--- src/hw/psel_pkg.sv ---
// parameter set selector: shared constants, encodings and helper functions
// assumes one core clock; all inputs arrive synchronous to it
package psel_pkg;

  // number of parameter sets and index width
  localparam int unsigned PSEL_NUM_SETS = 8;
  localparam int unsigned PSEL_IDX_W = 3;
  localparam int unsigned PSEL_SEL_W = 4;

  // reset values
  localparam logic [2:0] PSEL_ACTIVE_RST = 3'h0;  // set one active
  localparam logic [3:0] PSEL_SEL_NONE = 4'h0;  // selection code none
  localparam logic [7:0] PSEL_REQ_RST = 8'h00;  // no request seen
  localparam logic [7:0] PSEL_USED_RST = 8'h01;  // only set one in use
  localparam logic [2:0] PSEL_USED_ONE = 3'h0;  // sets_used code for one set

  // last set whose held level blocks lower sets (set eight never blocks)
  localparam logic [2:0] PSEL_LAST_BLOCKER = 3'h6;

  // coarse progress of the selector, for observation
  typedef enum logic [1:0] {
    PSEL_IDLE = 2'b00,  // single set in use
    PSEL_AUTO = 2'b01,  // automatic selection
    PSEL_FORCE = 2'b10  // operator override
  } psel_mode_type;

  // mask of sets in use from the count code (0 means one set)
  function automatic logic [7:0] psel_used_mask(input logic [2:0] cnt);
    logic [7:0] m;
    m = 8'h00;
    for (int i = 0; i < PSEL_NUM_SETS; i++) begin
      if (i <= int'(cnt)) begin
        m[i] = 1'b1;
      end
    end
    return m;
  endfunction : psel_used_mask

  // one-hot of a selection code, none gives zero
  function automatic logic [7:0] psel_sel_onehot(input logic [3:0] sel);
    logic [7:0] m;
    m = 8'h00;
    if (sel != PSEL_SEL_NONE && sel <= 4'h8) begin
      m[3'(sel - 4'h1)] = 1'b1;
    end
    return m;
  endfunction : psel_sel_onehot

endpackage : psel_pkg

--- src/hw/psel_prio.sv ---
// fixed-priority picker: lowest index (highest priority) set wins
// assumes purely combinational use inside the selector
`timescale 1ns/1ps
module psel_prio
  import psel_pkg::*;
(
  input wire logic [7:0] req,  // candidate sets, bit 0 is set one
  output logic found,  // any candidate present
  output logic [2:0] idx  // winning set index
);

  // scan from lowest priority upward so the highest priority is kept
  always_comb begin
    found = 1'b0;
    idx = 3'h0;
    for (int i = PSEL_NUM_SETS - 1; i >= 0; i--) begin
      if (req[i]) begin
        found = 1'b1;
        idx = 3'(i);
      end
    end
  end

endmodule : psel_prio

--- src/hw/psel_top.sv ---
// parameter set selector: picks the one active set out of up to eight
// assumes all inputs synchronous to core_clk; rstn may assert asynchronously
//
// Operation
// exactly one of eight sets active
// reset: only set one, logic idle
// several sets used: requests decide set
// override ignores automatic requests, operator chooses
// request accepted as pulse or level
// lower set number has higher priority
// pulse-selected set stays until new request
// operator enables set and override first
// override release resumes from held levels
// active set reported, set one after reset
// forced choice none or set, pulse-like
// last forced set stays after release
// override defaults off, held by operator
// set count one to eight, defaults loaded
// remote change blocked by held higher set
// held set one blocks all others
// held set k blocks lower sets
// held set eight blocks nothing
// flag unused-set and failed force requests
// flag requests refused by higher priority
// requests beyond used sets ignored
// same-cycle requests resolved by priority
`timescale 1ns/1ps
module psel_top
  import psel_pkg::*;
(
  input wire logic core_clk,  // 200 MHz core clock
  input wire logic rstn,  // asynchronous active-low reset
  input wire logic [7:0] set_req,  // request lines, bit 0 is set one
  input wire logic [2:0] sets_used,  // sets in use minus one
  input wire logic override_enable,  // operator override level
  input wire logic [3:0] force_sel,  // forced set, 0 none, 1..8
  input wire logic [3:0] remote_sel,  // remote change, 0 none, 1..8
  output logic [2:0] active_set,  // active set index, 0 is set one
  output logic [7:0] active_onehot,  // active set as one-hot
  output logic [7:0] load_defaults,  // pulse: set newly enabled
  output logic req_fail_unused,  // pulse: request for unused set
  output logic force_fail,  // pulse: forced set not usable
  output logic req_fail_prio,  // pulse: request refused by priority
  output logic [1:0] sel_mode  // idle, auto or forced
);

  // whole state of the selector
  typedef struct packed {
    logic [7:0] req;  // request lines one cycle ago
    logic [3:0] force_sel;  // forced code one cycle ago
    logic [3:0] remote;  // remote code one cycle ago
    logic ovr;  // override level one cycle ago
    logic [2:0] active;  // active set
    logic [7:0] used;  // used mask one cycle ago
    logic [7:0] new_en;  // newly enabled sets
    logic fail_unused;  // request for unused set
    logic fail_force;  // failed forcing
    logic fail_prio;  // refused by priority
    psel_mode_type mode;  // coarse mode
  } psel_state_type;

  psel_state_type st_q;  // registered state
  psel_state_type st_d;  // next state

  logic [1:0] rst_sync_q;  // reset release synchroniser
  logic rst_q;  // synchronised active-low reset

  // release reset through two flops, assert at once
  always_ff @(posedge core_clk or negedge rstn) begin
    if (!rstn) begin
      rst_sync_q <= 2'b00;
    end else begin
      rst_sync_q <= {rst_sync_q[0], 1'b1};
    end
  end
  assign rst_q = rst_sync_q[1];

  logic [7:0] used_mask;  // sets in use
  logic [7:0] req_edge;  // new request this cycle (pulse start)
  logic [7:0] req_held;  // request high two cycles running (level)
  logic [7:0] remote_oh;  // remote change event as one-hot
  logic [7:0] allowed;  // sets not blocked by a held level
  logic [7:0] auto_req;  // all automatic candidates
  logic [7:0] auto_ok;  // candidates that survive checks
  logic [7:0] new_evt;  // fresh request events only
  logic [7:0] force_oh;  // forced set as one-hot
  logic force_evt;  // operator issues a forced choice
  logic auto_found;  // an automatic winner exists
  logic [2:0] auto_idx;  // automatic winner
  logic blk_found;  // a blocking level exists
  logic [2:0] blk_idx;  // highest-priority blocking level
  logic [7:0] blk_cand;  // held levels allowed to block

  // candidate decoding
  always_comb begin
    used_mask = psel_used_mask(sets_used);
    req_edge = set_req & ~st_q.req;  // pulse start
    req_held = set_req & st_q.req;  // sustained level
    // only sets one up to the last blocker may block lower sets
    blk_cand = 8'h00;
    for (int i = 0; i < PSEL_NUM_SETS; i++) begin
      blk_cand[i] = req_held[i] && (3'(i) <= PSEL_LAST_BLOCKER);
    end
    // remote code counts once per change to a set
    if (remote_sel != st_q.remote) begin
      remote_oh = psel_sel_onehot(remote_sel);
    end else begin
      remote_oh = 8'h00;
    end
    force_oh = psel_sel_onehot(force_sel);
    // new code, or override just switched on with a code present
    force_evt = override_enable && (force_oh != 8'h00) &&
                ((force_sel != st_q.force_sel) || !st_q.ovr);
  end

  // highest held level among sets one..seven blocks all lower sets
  psel_prio u_blk (
    .req(blk_cand),  // set eight never a candidate
    .found(blk_found),
    .idx(blk_idx)
  );

  // allowed sets: the blocker and anything above it
  always_comb begin
    allowed = 8'hFF;
    if (blk_found) begin
      for (int i = 0; i < PSEL_NUM_SETS; i++) begin
        allowed[i] = (3'(i) <= blk_idx);
      end
    end
  end

  // combine candidates, drop unused and blocked ones
  always_comb begin
    new_evt = req_edge | remote_oh;
    auto_req = req_edge | req_held | remote_oh;
    auto_ok = auto_req & used_mask & allowed;
  end

  // priority among everything that survived
  psel_prio u_win (
    .req(auto_ok),
    .found(auto_found),
    .idx(auto_idx)
  );

  // next state
  always_comb begin
    st_d = st_q;
    st_d.req = set_req;
    st_d.force_sel = force_sel;
    st_d.remote = remote_sel;
    st_d.ovr = override_enable;
    st_d.used = used_mask;
    st_d.new_en = used_mask & ~st_q.used;  // load defaults pulse
    st_d.fail_unused = 1'b0;
    st_d.fail_force = 1'b0;
    st_d.fail_prio = 1'b0;
    if (sets_used == PSEL_USED_ONE) begin
      // single set: logic idle, set one held
      st_d.mode = PSEL_IDLE;
      st_d.active = PSEL_ACTIVE_RST;
      st_d.fail_unused = |(new_evt & ~used_mask);
      st_d.fail_force = force_evt;
    end else if (override_enable) begin
      // operator owns the selection, automatic requests ignored
      st_d.mode = PSEL_FORCE;
      if (force_evt) begin
        if ((force_oh & used_mask) != 8'h00) begin
          st_d.active = 3'(force_sel - 4'h1);
        end else begin
          st_d.fail_force = 1'b1;
        end
      end
    end else begin
      // automatic selection; no winner keeps the last set
      st_d.mode = PSEL_AUTO;
      if (auto_found) begin  // else last set kept
        st_d.active = auto_idx;
      end
      st_d.fail_unused = |(new_evt & ~used_mask);
      st_d.fail_prio = |(new_evt & used_mask & ~allowed);
    end
    // count reduced below the active set: fall back to set one
    if (!used_mask[st_d.active]) begin
      st_d.active = PSEL_ACTIVE_RST;
    end
  end

  // register the whole state
  always_ff @(posedge core_clk or negedge rst_q) begin
    if (!rst_q) begin
      st_q.req <= PSEL_REQ_RST;
      st_q.force_sel <= PSEL_SEL_NONE;
      st_q.remote <= PSEL_SEL_NONE;
      st_q.ovr <= 1'b0;
      st_q.active <= PSEL_ACTIVE_RST;
      st_q.used <= PSEL_USED_RST;
      st_q.new_en <= 8'h00;
      st_q.fail_unused <= 1'b0;
      st_q.fail_force <= 1'b0;
      st_q.fail_prio <= 1'b0;
      st_q.mode <= PSEL_IDLE;
    end else begin
      st_q <= st_d;  // one update per cycle
    end
  end

  // outputs straight from state
  always_comb begin
    active_set = st_q.active;
    active_onehot = 8'h00;
    active_onehot[st_q.active] = 1'b1;
    load_defaults = st_q.new_en;
    req_fail_unused = st_q.fail_unused;
    force_fail = st_q.fail_force;
    req_fail_prio = st_q.fail_prio;
    sel_mode = st_q.mode;
  end

  // active set always within the sets in use
  property p_active_in_use;
    @(posedge core_clk) disable iff (!rst_q)
    st_q.used[active_set];
  endproperty
  a_active_in_use: assert property (p_active_in_use)
    else $error("active set outside sets in use");

  // single set in use forces set one
  property p_idle_set_one;
    @(posedge core_clk) disable iff (!rst_q)
    (sets_used == PSEL_USED_ONE) |=> (active_set == 3'h0) && (sel_mode == 2'b00);
  endproperty
  a_idle_set_one: assert property (p_idle_set_one)
    else $error("idle selector left set one");

  // override without a forced choice keeps the set
  property p_override_holds;
    @(posedge core_clk) disable iff (!rst_q)
    (override_enable && !force_evt && sets_used != PSEL_USED_ONE &&
     used_mask[active_set]) |=> $stable(active_set);
  endproperty
  a_override_holds: assert property (p_override_holds)
    else $error("set changed under override without forcing");

  // valid forced choice lands next cycle
  property p_force_lands;
    @(posedge core_clk) disable iff (!rst_q)
    (force_evt && sets_used != PSEL_USED_ONE && (force_oh & used_mask) != 8'h00)
      |=> (active_set == $past(force_sel[2:0]) - 3'h1) && !force_fail;
  endproperty
  a_force_lands: assert property (p_force_lands)
    else $error("forced set not taken");

  // unusable forced choice is flagged
  property p_force_fail;
    @(posedge core_clk) disable iff (!rst_q)
    (force_evt && (force_oh & used_mask) == 8'h00) |=> force_fail;
  endproperty
  a_force_fail: assert property (p_force_fail)
    else $error("failed forcing not flagged");

  // held set one wins the next cycle in automatic mode
  property p_set_one_held;
    @(posedge core_clk) disable iff (!rst_q)
    (!override_enable && req_held[0]) |=> (active_set == 3'h0);
  endproperty
  a_set_one_held: assert property (p_set_one_held)
    else $error("held set one did not hold");

  // automatic winner is the highest surviving candidate
  property p_auto_winner;
    @(posedge core_clk) disable iff (!rst_q)
    (!override_enable && sets_used != PSEL_USED_ONE && auto_found)
      |=> (active_set == $past(auto_idx));
  endproperty
  a_auto_winner: assert property (p_auto_winner)
    else $error("automatic winner not taken");

  // no candidate leaves the pulse-selected set alone
  property p_pulse_sticks;
    @(posedge core_clk) disable iff (!rst_q)
    (!override_enable && !auto_found && used_mask[active_set]) |=> $stable(active_set);
  endproperty
  a_pulse_sticks: assert property (p_pulse_sticks)
    else $error("set changed without request");

  // fresh request to unused set is flagged without override
  property p_unused_flag;
    @(posedge core_clk) disable iff (!rst_q)
    (!override_enable && (new_evt & ~used_mask) != 8'h00) |=> req_fail_unused;
  endproperty
  a_unused_flag: assert property (p_unused_flag)
    else $error("request for unused set not flagged");

  // blocked fresh request is flagged
  property p_prio_flag;
    @(posedge core_clk) disable iff (!rst_q)
    (!override_enable && sets_used != PSEL_USED_ONE &&
     (new_evt & used_mask & ~allowed) != 8'h00) |=> req_fail_prio;
  endproperty
  a_prio_flag: assert property (p_prio_flag)
    else $error("blocked request not flagged");

  // one-hot output always names the active index
  property p_onehot_match;
    @(posedge core_clk) disable iff (!rst_q)
    $onehot(active_onehot) && active_onehot[active_set];
  endproperty
  a_onehot_match: assert property (p_onehot_match)
    else $error("active set output not one-hot");

  // held level on set k keeps the result at k or above
  property p_held_blocks_lower;
    @(posedge core_clk) disable iff (!rst_q)
    (!override_enable && sets_used != PSEL_USED_ONE && blk_found)
      |=> (active_set <= $past(blk_idx));
  endproperty
  a_held_blocks_lower: assert property (p_held_blocks_lower)
    else $error("held level let a lower set through");

  // held set eight alone never refuses a fresh request
  property p_eight_never_blocks;
    @(posedge core_clk) disable iff (!rst_q)
    (!override_enable && sets_used != PSEL_USED_ONE && req_held == 8'h80 &&
     (new_evt & used_mask) != 8'h00) |=> !req_fail_prio;
  endproperty
  a_eight_never_blocks: assert property (p_eight_never_blocks)
    else $error("held set eight blocked a request");

  // override: forced mode, automatic requests raise no flags
  property p_override_quiet;
    @(posedge core_clk) disable iff (!rst_q)
    (override_enable && sets_used != PSEL_USED_ONE)
      |=> !req_fail_unused && !req_fail_prio && (sel_mode == PSEL_FORCE);
  endproperty
  a_override_quiet: assert property (p_override_quiet)
    else $error("automatic request acted under override");

  // remote change below a held higher set is refused
  property p_remote_blocked;
    @(posedge core_clk) disable iff (!rst_q)
    (!override_enable && sets_used != PSEL_USED_ONE &&
     (remote_oh & used_mask & ~allowed) != 8'h00)
      |=> req_fail_prio && (active_set <= $past(blk_idx));
  endproperty
  a_remote_blocked: assert property (p_remote_blocked)
    else $error("remote change passed a held higher set");

  // override released with nothing requesting keeps the forced set
  property p_release_keeps;
    @(posedge core_clk) disable iff (!rst_q)
    (!override_enable && st_q.ovr && !auto_found && used_mask[active_set])
      |=> $stable(active_set);
  endproperty
  a_release_keeps: assert property (p_release_keeps)
    else $error("forced set lost after override release");

endmodule : psel_top

--- config.mk ---
export PLATFORM = sky130hd
export DESIGN_NAME = psel_top
export DESIGN_NICKNAME = d
export VERILOG_FILES = /design/src/hw/psel_pkg.sv /design/src/hw/psel_prio.sv /design/src/hw/psel_top.sv
export SDC_FILE = /design/constraint.sdc
export NUM_CORES = 1
export LEC_CHECK = 0
export ABC_AREA = 1
export BUFFER_PORTS_ARGS = -buffer_cell sky130_fd_sc_hd__buf_2
export CAP_MARGIN = 0
export CORE_AREA = 2 2 80 82
export CTS_CLUSTER_SIZE = 8
export DETAILED_ROUTE_END_ITERATION = 8
export DIE_AREA = 0 0 82 84
export PLACE_DENSITY = 0.67
export RECOVER_POWER = 100
export SLEW_MARGIN = 10
export SYNTH_ARGS = -nofsm -noshare
export SYNTH_HDL_FRONTEND = slang
export SYNTH_SLANG_ARGS = --single-unit
export TNS_END_PERCENT = 1
--- constraint.sdc ---
create_clock -name core_clk -period 1.6 [get_ports core_clk]
set_input_delay 0.16 -clock core_clk [delete_from_list [all_inputs] [get_ports core_clk]]
set_output_delay 0.16 -clock core_clk [all_outputs]
set_load 0.005 [all_outputs]
Yosys cells after proc, flatten, opt, wreduce, memory -nomap -nowiden
Index checks and enable logic that the tools add are counted.
- register bits: 42
- latch bits: 0
- bits in writable memories: 0
- ROM bits: 0
- bits of input ports: 22
- output and inout bits: 24
- logic and storage cells: 136
- memories kept: 0
- add/subtract/negate cells: 2
- $mul: 0
- div/mod/pow operators: 0
- $lt $le $gt $ge: 24
- equality and inequality tests: 2
- shifts and indexed selects: 0
- multiplexer cells: 64
- bitwise logic cells: 16
- reductions and logical operators: 16
- operator list (operator ; number):
    8-bit bitwise AND ; 9
    3-bit 2-to-1 mux ; 21
    1-bit 2-to-1 mux ; 32
    8-bit 2-to-1 mux ; 4
    8-bit inverter ; 4
    3-bit less-or-equal comparator (first input constant) ; 8
    8-bit OR ; 3
    3-bit by 4-bit < comparator with 1-bit output (second input constant) ; 4
    8-bit nonzero test ; 2
    8-bit OR reduction ; 2
    2-bit by 3-bit less-or-equal comparator with 1-bit output (first input constant) ; 4
    1-bit demux with 3-bit select ; 3
    3-bit by 1-bit greater-or-equal comparator with 1-bit output (second input constant) ; 3
    1-bit by 3-bit less-or-equal comparator with 1-bit output (first input constant) ; 3
    4-bit less-or-equal comparator (second input constant) ; 2
    4-bit inequality test ; 2
    4-bit nonzero test ; 2
    1-bit logical AND ; 7
    2-bit 2-to-1 mux ; 3
    3-bit by 1-bit subtractor with 3-bit output (second input constant) ; 2
    1-bit binary-select mux with 3-bit select ; 1
    3-bit zero test ; 1
    1-bit zero test ; 1
    1-bit logical OR ; 1

Logic depth before layout (Yosys ltp)
Gate-level depths: netlist (run 1).
- depth in word-level cells: 25
- mapped depth: 25
- gate-level depth less buffers: 25

By module
From an unflattened synthesis (run 1), not the netlist that was laid out.
- cell total of the unflattened synthesis: 332
- area total of the unflattened synthesis: 2468.6 sq um
- by module, submodules not included (module ; instances ; cells each ; area an instance (sq um) ; sequential area each (sq um)):
    psel_top ; 1 ; 288 ; 2270.9 ; 1026.0
    psel_prio ; 2 ; 22 ; 98.8 ; 0.0

Least setup slack after synthesis (run 1)
OpenSTA, ideal clock, no wires.
- path type: in2reg
- start: in remote_sel[0]
- end: reg st_q (netlist bit active_set[1])
- library setup time: 114 ps
- arrival: 1805 ps
- required time: 1486 ps
- path slack: -320 ps
- stages: 21
- buffers on the path: 0
- path through: inv_2 -> ha_1 -> nand2_1 -> nand2_1 -> nand2_1 -> nor2_1 -> nand2_2 -> nor2_1 -> o21ai_2 -> nand2_2 -> inv_1 -> a21oi_1 -> nand3_2 -> nand2_2 -> inv_2 -> nor2_1 -> nand2_1 -> nand2_1 -> nand2_1 -> nand2_2 -> nor2_1
- RTL lines (what ; RTL line ; RTL):
    start, declared ; psel_top.sv:37 ; input wire logic [3:0] remote_sel,
    end signal, assigned ; psel_top.sv:205 ; st_q <= st_d;
    end, declared ; psel_top.sv:62 ; psel_state_type st_q;

==> results_dict.tcl, run 1 <==
set metrics [dict create \
    status "complete, but fails checks" \
    violations "negative setup slack" \
    gp_congestion 0.8868 \
    ys.flop_type "dfrtp_1" \
    crit_path_end_kind "flip-flop" \
    grt_pass1_wl_um 9232 \
    drtAntennaViolNets 0 \
    placed_area_um2 3075 \
    cts_num_sinks 41 \
    cts_buffers 5 \
    worstSetupPathType "flip-flop to flip-flop" \
    grt_use_total_pct 17.39 \
    rows 29 \
    vias 2259 \
    synthTopCellsByCount "81 x nand2_1, 41 x dfrtp_1, 36 x inv_1, 30 x nor2_1, 14 x nand3_1" \
    synth_area_um2 2342 \
    fin_skew_ns 0.006880 \
    chipWidth_um 82 \
    finalSetupTns_ns -1.665 \
    rr_startpoint "st_q[25]" \
    power_frac_seq_pct 43.5 \
    n_antenna_cell 0 \
    max_cap_violations 0 \
    clkPwrFrac_pct 28.0 \
    wl_um 5689 \
    fin_crit_sh_pct 130.6 \
    portBuffers 44 \
    design_area_um2 3272 \
    slew_headroom_pct 35.81 \
    synthArstFlopShare_pct 100.0 \
    combPwrFrac_pct 28.5 \
    fmax_mhz 478.5 \
    switching_power_w 0.0008689 \
    synth_top_area_share_pct 43.80 \
    slew_violations 0 \
    dp.cells 469 \
    grt_max_degree 40 \
    worstHoldPathCells 1 \
    synth-seq-cells 41 \
    yosysSeqAreaShare_pct 43.80 \
    die_area_um2 6888 \
    synthCells 303 \
    worstMarginPinSlew_ns 0.9628 \
    p_leak_nw 1.699 \
    cellPowerDensity_nw_per_um2 798.9 \
    tritoncts "done" \
    first_pass_iters 4 \
    arrival_ns 2.29 \
    core_um2 6096 \
    yosysMostFrequentCell "nand2_1" \
    syn_area_per_cell_um2 7.730 \
    rsz0062_at_grt "true" \
    cp_data_required_time_ns 1.80 \
    ys_types 35 \
    rr_endpoint "active_set[2]" \
    finalSetupViolCount 5 \
    worstSetupStartpoint "st_q[25]" \
    synthToLayoutAreaGrowth_pct 39.69 \
    min_path_type "input port to flip-flop" \
    p_sw_share_pct 33.24 \
    avgRoutedWirePerCell_um 11.71 \
    antenna_found_initial 0 \
    stdcell_count 486 \
    rrSetupSlack_ns -0.49 \
    htree_levels 2 \
    drive_above_1_share_pct 36.67 \
    dieHeight_um 84 \
    drc 0 \
    yosys_warnings 0 \
    ioPinCount 46 \
    crit_path_start_kind "flip-flop" \
    reg2reg_depth 20 \
    yosys-top-cells-area "dfrtp_1 44%, nand2_1 13%, inv_1 5.8%" \
    num-nets-final 432 \
    yosys.area.top_type "dfrtp_1" \
    hp-start "override_enable" \
    grt_pass1_vias 2160 \
    clk_path_buf_depth 2 \
    ir_drop_mv 0.3621 \
    finalHoldViolCount 0 \
    cp_max_fo 7 \
    p_int_w 0.001745 \
    drt_iter0_drc 101 \
    start_util_pct 38.42 \
    finalPower_w 0.002614 \
    viasPerCell 4.648 \
    postLayoutSetupSlackWorst_ns -0.4897 \
    synth_edf_count 0 \
    cts_root_buffer "clkbuf_8" \
    fillers 587 \
    gr-total-overflow 0 \
    dpl.hpwl_um 4406 \
    clk-insertion-delay-late_ns 0.31 \
    post-route-min-period_ns 2.090 \
    synth_fp_nets 327 \
    clk_pin_slew_worst_paths_ns 0.09 \
    min_to "st_q[24]" \
]
cell type report:
cell class | count | area, µm² | area share, %
tap | 77 | 96.34 | 2.945
clock inverter | 3 | 25.02 | 0.7648
multi-input combinational | 201 | 1164 | 35.56
clock buffer | 5 | 68.82 | 2.103
sequential | 41 | 1026 | 31.36
inverter | 47 | 185.2 | 5.660
timing repair buffer | 112 | 706.9 | 21.61
worst max-delay path by stage:
stage	end	slack, ns	cells after the start
after floorplan	active_set[1]	-0.21	20
after global placement	active_set[2]	-0.50	23
after detailed placement	active_set[0]	-0.56	23
after CTS	active_set[0]	-0.47	19
after global routing	active_set[2]	-0.69	21
final	active_set[2]	-0.49	20
routing by layer:
metal  global-route usage (%)  share of wire [%]
met5                        0                  0
met2                    29.64                 50
met4                    5.303                1.5
met3                    4.329                4.4
met1                    21.21                 44
sequential cells by signal (all words and copies together) (netlist names):
name,count
st_q,24
load_defaults,7
active_set,3
rst_sync_q,2
sel_mode,2
force_fail,1
req_fail_prio,1
req_fail_unused,1
timing repair:
item | 4_1_cts | 5_1_grt
pin swaps | 1 | 9
endpoints found under the hold margin | 7 | 1
buffers inserted | 0 | 2
hold buffers | 6 | 1
resized for setup | 6 | 14
endpoints found under the setup margin | 5 | 5
logic make-up (layout without fill, tap and decap cells):
family / count (synthesis) / count (layout) / synth area share (%)
other: 2 / 2 / 0.3206
and+or+nand+nor: 162 / 162 / 31.36
DFF: 41 / 41 / 43.80
AOI/OAI and AO/OA: 32 / 32 / 10.15
adders and majority gates: 2 / 2 / 1.068
buffers and inverters: 61 / 167 / 12.18
xor gates and xnor gates: 3 / 3 / 1.122
power by group through the flow:
stage / registers (W) / clock network [W] / logic (W)
after floorplan: 0.00117 / 0 / 0.000409
after global placement: 0.00115 / 0 / 0.000701
after detailed placement: 0.00116 / 0 / 0.000716
after CTS: 0.00114 / 0.000764 / 0.000741
after global routing: 0.00114 / 0.000813 / 0.000829
final: 0.00114 / 0.000733 / 0.000745
critical path, cell delays in order (launching register included):
cell,delay (ns)
dfrtp_1,0.39
inv_1,0.06
nand2_1,0.04
nand2_1,0.08
nor2_2,0.04
nand2_2,0.14
nand4_1,0.14
nand2_1,0.13
nand3_2,0.09
nand2_2,0.12
nor2_4,0.06
nand3_1,0.08
nand3_2,0.08
nand2_2,0.09
inv_2,0.05
nor2_2,0.07
nand2_1,0.06
nand2_1,0.07
nand2_1,0.06
nand2_2,0.07
nor2_1,0.04
through the flow:
step	setup WS [ns]	utilization [%]	hold WS, ns
5_1_grt	-0.6920	53.67	0.02051
2_1_floorplan	-0.2070	-	-0.1356
3_5_place_dp	-0.5580	50.45	-0.05327
4_1_cts	-0.4718	53.26	0.001770
6_report	-0.4897	53.67	0.03672
3_3_place_gp	-0.5003	50.45	-0.05495
placed cells by master (no fill, tap or decap), types with 3 or more instances in the layout:
master and instances:
clkbuf_1 29, o21ai_0 9, inv_1 35, dfrtp_1 41, clkbuf_4 6, inv_2 9, nand2_4 4, nand3_1 11
dlygate4sd3_1 7, nor3_1 12, clkbuf_8 5, o21ai_2 5, nand3_2 5, nand2_1 71, nor2_2 8, a21oi_2 3
buf_4 47, nor2_1 24, nand2_2 16, nor2_4 4, buf_2 21, nand4_1 5
Power figures use the tool's default switching activity.
==> run 2, diff against run 1 <==
--- a/config.mk
+++ b/config.mk
@@ -12,7 +12,6 @@
 export CTS_CLUSTER_SIZE = 8
 export DETAILED_ROUTE_END_ITERATION = 8
 export DIE_AREA = 0 0 82 84
-export PLACE_DENSITY = 0.67
 export RECOVER_POWER = 100
 export SLEW_MARGIN = 10
 export SYNTH_ARGS = -nofsm -noshare
==> run 2 against run 1 <==
Against the previous run:
- the flow still finishes with violations (negative setup slack)
- die area is the same
- maximum frequency fell by 0.75%
- sequential cell count stayed put
- first-iteration DRC count fell by 29%
- hold slack got worse by 0.011 ns
- routed wire length up 0.77%
- core utilization up 0.84 points
- non-clock buffer count is the same
- critical endpoint is now active_set[1]
- largest cell class unchanged
==> results_dict.tcl, run 2 (synthesis gave the netlist of run 1 again) <==
set metrics [dict create \
    cts_num_sinks 41 \
    crit_path_start_kind "flip-flop" \
    fin_skew_ns 0.008005 \
    clk_path_buf_depth 2 \
    clkPwrFrac_pct 29.9 \
    grt_use_total_pct 17.70 \
    drtAntennaViolNets 0 \
    htree_levels 2 \
    finalHoldViolCount 0 \
    p_int_w 0.001890 \
    most-common-layout-cells "62 x nand2_1, 49 x buf_4, 41 x dfrtp_1" \
    clk_pin_slew_worst_paths_ns 0.08 \
    whs_ns 0.02554 \
    clk-insertion-delay-late_ns 0.29 \
    p_leak_nw 1.726 \
    chipWidth_um 82 \
    fillers 604 \
    max_cap_violations 0 \
    slew_violations 0 \
    cellPowerDensity_nw_per_um2 815.7 \
    finalSetupTns_ns -1.621 \
    finalSetupViolCount 5 \
    vias 2241 \
    regMostFlops "st_q" \
    crit_path_end_kind "flip-flop" \
    n_antenna_cell 0 \
    start_util_pct 38.42 \
    antenna_found_initial 0 \
    largest_reg_flops 24 \
    power_frac_seq_pct 41.9 \
    violations "negative setup slack" \
    viasPerCell 4.621 \
    cp_data_required_time_ns 1.79 \
    ioPinCount 46 \
    dieHeight_um 84 \
    finalPower_w 0.002711 \
    switching_power_w 0.0008209 \
    p_sw_share_pct 30.28 \
    worstSetupPathType "flip-flop to flip-flop" \
    final_common_cell "nand2_1" \
    rrSetupSlack_ns -0.51 \
    drt_iter0_drc 72 \
    gr-total-overflow 0 \
    wl_um 5733 \
    fin_util_pct 54.52 \
    worstMarginPinSlew_ns 0.9845 \
    cts_root_buffer "clkbuf_8" \
    post-route-min-period_ns 2.105 \
    ir_drop_mv 0.4075 \
    drive_above_1_share_pct 39.95 \
    tritoncts "done" \
    portBuffers 44 \
    pre_cts_ws_ns -0.5423 \
    die_area_um2 6888 \
    worstSetupStartpoint "st_q[27]" \
    min_path_type "input port to flip-flop" \
    synthToLayoutAreaGrowth_pct 41.88 \
    combPwrFrac_pct 28.2 \
    gp_congestion 0.8664 \
    grt_pass1_wl_um 9494 \
    multi_input_area_um2 1204 \
    dpl.hpwl_um 4378 \
    ff_latch_area_um2 1026 \
    status "complete, but fails checks" \
    critPathCapture "active_set[1]" \
    rsz0062_at_grt "true" \
    arrival_ns 2.30 \
    num-nets-final 432 \
    avgRoutedWirePerCell_um 11.82 \
    postLayoutSetupSlackWorst_ns -0.5055 \
    slew_headroom_pct 34.37 \
    cp_max_fo 7 \
    drc 0 \
    worstHoldPathCells 1 \
    rr_endpoint "active_set[1]" \
    fmax_mhz 475.0 \
    rows 29 \
    core_um2 6096 \
    first_pass_iters 4 \
    fin_crit_sh_pct 131.6 \
    grt_max_degree 40 \
    cts_buffers 5 \
    grt_pass1_vias 2160 \
    reg2reg_depth 20 \
    rr_startpoint "st_q[27]" \
]
-- run 2: metrics by stage --
stage | area [µm²] | cells
final | 3323 | 485
after CTS | 3268 | 483
after detailed placement | 3083 | 470
after global placement | 3083 | 470
after floorplan | 2410 | 303
after global routing | 3323 | 485
-- run 2: layout make-up --
class                      instances  share of cell area (%)
inverter                          47                   5.572
sequential                        41                   30.87
timing repair buffer             112                   21.31
clock inverter                     2                   1.054
clock buffer                       5                   2.071
tap                               77                   2.899
multi-input combinational        201                   36.22
-- run 2: power by group through the flow --
stage / clock (W) / combinational, W / sequential, W
after floorplan: 0 / 0.000409 / 0.00117
after global routing: 0.000878 / 0.000856 / 0.00115
final: 0.000811 / 0.000765 / 0.00114
after global placement: 0 / 0.000707 / 0.00115
after CTS: 0.000844 / 0.000741 / 0.00114
after detailed placement: 0 / 0.000718 / 0.00116
-- run 2: timing repair --
action,in CTS,in global routing
pin swaps,3,30
hold buffers,6,0
setup endpoints to repair,5,5
setup buffers,0,2
endpoints found under the hold margin,7,0
gates resized for setup,6,41
-- run 2: critical path: stages (launching register included) --
cell,delay [ns]
dfrtp_1,0.35
inv_1,0.04
nand2_1,0.05
nand2_1,0.05
nor2_1,0.17
nand2_4,0.12
nand2_4,0.11
nor2_2,0.05
o21ai_2,0.16
nand2_2,0.10
nor2_4,0.14
buf_6,0.12
nand2_2,0.04
nand2_2,0.07
nand2_4,0.06
nand3_2,0.07
nand2_2,0.05
nand2_1,0.06
nand2_1,0.06
nand2_2,0.09
nor2_1,0.05
-- run 2: worst min-delay path by stage --
stage	slack, ns	end	startpoint
final	0.03	st_q[28]	remote_sel[3]
after global routing	0.04	st_q[24]	override_enable
after global placement	-0.06	rst_sync_q[0]	rstn
after floorplan	-0.14	rst_sync_q[0]	rstn
after detailed placement	-0.05	rst_sync_q[0]	rstn
after CTS	0.004	st_q[28]	remote_sel[3]
-- run 2: layer usage --
metal | part of all wire (%) | vias to the layer above | GRT usage (%)
met2 | 49 | 46 | 29.79
met5 | 0 | - | 0
met3 | 4.8 | 10 | 3.355
li1 | - | 1150 | -
met4 | 1.9 | 0 | 4.848
met1 | 45 | 1035 | 22.86
==> run 3, diff against run 2 <==
--- a/config.mk
+++ b/config.mk
@@ -8,10 +8,13 @@
 export ABC_AREA = 1
 export BUFFER_PORTS_ARGS = -buffer_cell sky130_fd_sc_hd__buf_2
 export CAP_MARGIN = 0
-export CORE_AREA = 2 2 80 82
+export CELL_PAD_IN_SITES_DETAIL_PLACEMENT = 2
+export CELL_PAD_IN_SITES_GLOBAL_PLACEMENT = 2
+export CORE_AREA = 2 2 90 92
 export CTS_CLUSTER_SIZE = 8
 export DETAILED_ROUTE_END_ITERATION = 8
-export DIE_AREA = 0 0 82 84
+export DIE_AREA = 0 0 92 94
+export PLACE_DENSITY = 0.81
 export RECOVER_POWER = 100
 export SLEW_MARGIN = 10
 export SYNTH_ARGS = -nofsm -noshare
==> run 3 against run 2 <==
Against the previous run:
- the flow still finishes with violations (negative setup slack)
- clock-buffer cell count grew 1
- routed wire length grew 83%
- sequential cell count stayed put
- design area grew 5.5%
- non-clock buffer count is 4 higher
- power grew 10%
- first-iteration DRC count increased by 13%
- core utilization down 8.4 points
==> results_dict.tcl, run 3 (synthesis gave the netlist of run 1 again) <==
set metrics [dict create \
    num-nets-final 436 \
    drive_above_1_share_pct 50.61 \
    worstHoldPathCells 1 \
    avgRoutedWirePerCell_um 20.36 \
    drtAntennaViolNets 0 \
    antenna_found_initial 0 \
    dpl.hpwl_um 6485 \
    crit_path_start_kind "flip-flop" \
    crit_path_end_kind "flip-flop" \
    rows 32 \
    cp_data_required_time_ns 1.81 \
    die_area_um2 8648 \
    final_common_cell "buf_4" \
    drt_iter0_drc 81 \
    max_stage_delay_ns 0.40 \
    largest_reg_flops 24 \
    violations "negative setup slack" \
    worstSetupPathType "flip-flop to flip-flop" \
    pre_cts_ws_ns -0.7128 \
    grtUsageMet3_pct 5.136 \
    grtUsageMet2_pct 45.22 \
    core_um2 7607 \
    finalSetupViolCount 5 \
    most-common-layout-cells "63 x buf_4, 57 x nand2_1, 42 x buf_2" \
    cpMaxStageDelayCell "dfrtp_1" \
    drc 0 \
    slew_violations 0 \
    fin_skew_ns 0.02008 \
    first_pass_iters 4 \
    fillers 880 \
    postLayoutSetupSlackWorst_ns -0.9247 \
    p_leak_nw 1.847 \
    grt.busiest_layer "met2" \
    min_path_type "input port to flip-flop" \
    clk-insertion-delay-late_ns 0.32 \
    status "complete, but fails checks" \
    grt_max_degree 23 \
    clk_path_buf_depth 2 \
    viasPerCell 4.926 \
    rsz0062_at_grt "true" \
    crit_path_frequent_cell "nand2_1" \
    ir_drop_mv 0.4085 \
    gr-total-overflow 0 \
    regMostFlops "st_q" \
    max_cap_violations 0 \
    portBuffers 44 \
    path_cells "nand2_1 -> nand2_1 -> nor2_4 -> buf_4 -> nand2_2 -> nor2_4 -> nand2_2 -> nand2_2 -> nand2_1 -> nand2_1 -> nand2_1 -> nand2_1 -> nand2_1 -> nand2_2 -> nand2_4 -> nand2_4 -> inv_2 -> nand2_1 -> nand3_2 -> nand2_4 -> nor2_2" \
    synthToLayoutAreaGrowth_pct 49.63 \
    post-route-min-period_ns 2.525 \
    ioPinCount 46 \
    finalHoldViolCount 0 \
    cts_buffers 5 \
    vias 2537 \
    tritoncts "done" \
    n_antenna_cell 0 \
    clk_pin_slew_worst_paths_ns 0.08 \
    grt_pass1_vias 2910 \
    reg2reg_depth 21 \
    fmax_mhz 396.1 \
    stdcell_count 515 \
    htree_levels 2 \
    grt_use_total_pct 23.63 \
    fin_crit_sh_pct 157.8 \
    cp_max_fo 4 \
    arrival_ns 2.73 \
    chipWidth_um 92 \
    cts_num_sinks 41 \
    use_met1_pct 24.22 \
    dieHeight_um 94 \
    finalPower_w 0.002995 \
    cts_root_buffer "clkbuf_8" \
    fin_util_pct 46.07 \
    start_util_pct 30.79 \
    grt_pass1_wl_um 15400 \
    gp_congestion 0.8232 \
    cellPowerDensity_nw_per_um2 854.5 \
    finalSetupTns_ns -3.686 \
    wl_um 10490 \
    dp.cells 494 \
]
run 3: cell count changes in the layout (fill, tap and decap cells not counted), sizes merged:
cell         before  now
buf              72  107
dlygate4sd3       6    7
inv              45   46
clkinvlp          1    2
clkbuf           39    8
clkinv            2    0
run 3: worst paths after layout:
path | from | slack (ns) | endpoint
max | st_q[35] | -0.92 | active_set[0]
min | sets_used[2] | 0.04 | st_q[17]
max reg2reg | st_q[35] | -0.92 | active_set[0]
min reg2reg | rst_sync_q[1] | 0.22 | st_q[37]
max in group asynchronous | rst_sync_q[1] | 0.87 | load_defaults[7]
min in group asynchronous | rstn | 0.15 | rst_sync_q[1]
run 3: area by class of cell:
cell class                      count  area (µm²)  area share, %
Clock inverter                      2       37.54          1.071
Inverter                           47       185.2          5.284
Tap cell                          102       127.6          3.642
Sequential cell                    41        1027          29.31
Timing Repair Buffer              116       792.0          22.60
Clock buffer                        6       82.58          2.356
Multi-Input combinational cell    201        1252          35.74
run 3: routing by layer:
metal,vias up,routed length [µm]
met3,34,411
met4,0,443
met5,-,0
li1,1160,-
met1,1272,3858
met2,71,5772
run 3: worst max-delay path: cells and delay by family (launching register included):
kind	cells	cell delay (ns)
AND/OR/NAND/NOR	19	1.80
flip-flops	1	0.40
buffers and inverters	2	0.20
run 3: metrics by stage:
step	area [µm²]	hold slack, ns
after global routing	3505	0.03737
final	3505	0.03747
after floorplan	2410	-0.1356
after global placement	3108	-0.05407
after detailed placement	3108	-0.05328
after CTS	3383	0.01657
run 3: repair_timing:
item / CTS / global route
gates cloned: 0 / 0
setup endpoints to repair: 5 / 5
hold endpoints to repair: 8 / 0
pin swaps: 12 / 14
setup buffers: 1 / 5
gates resized for setup: 29 / 25
hold buffers: 7 / 0
run 3: where the power goes:
group	internal [W]	switching [W]
Clock	0.000508	0.000414
Sequential	0.00110	0.0000547
Combinational	0.000377	0.000541
Total	0.00199	0.00101
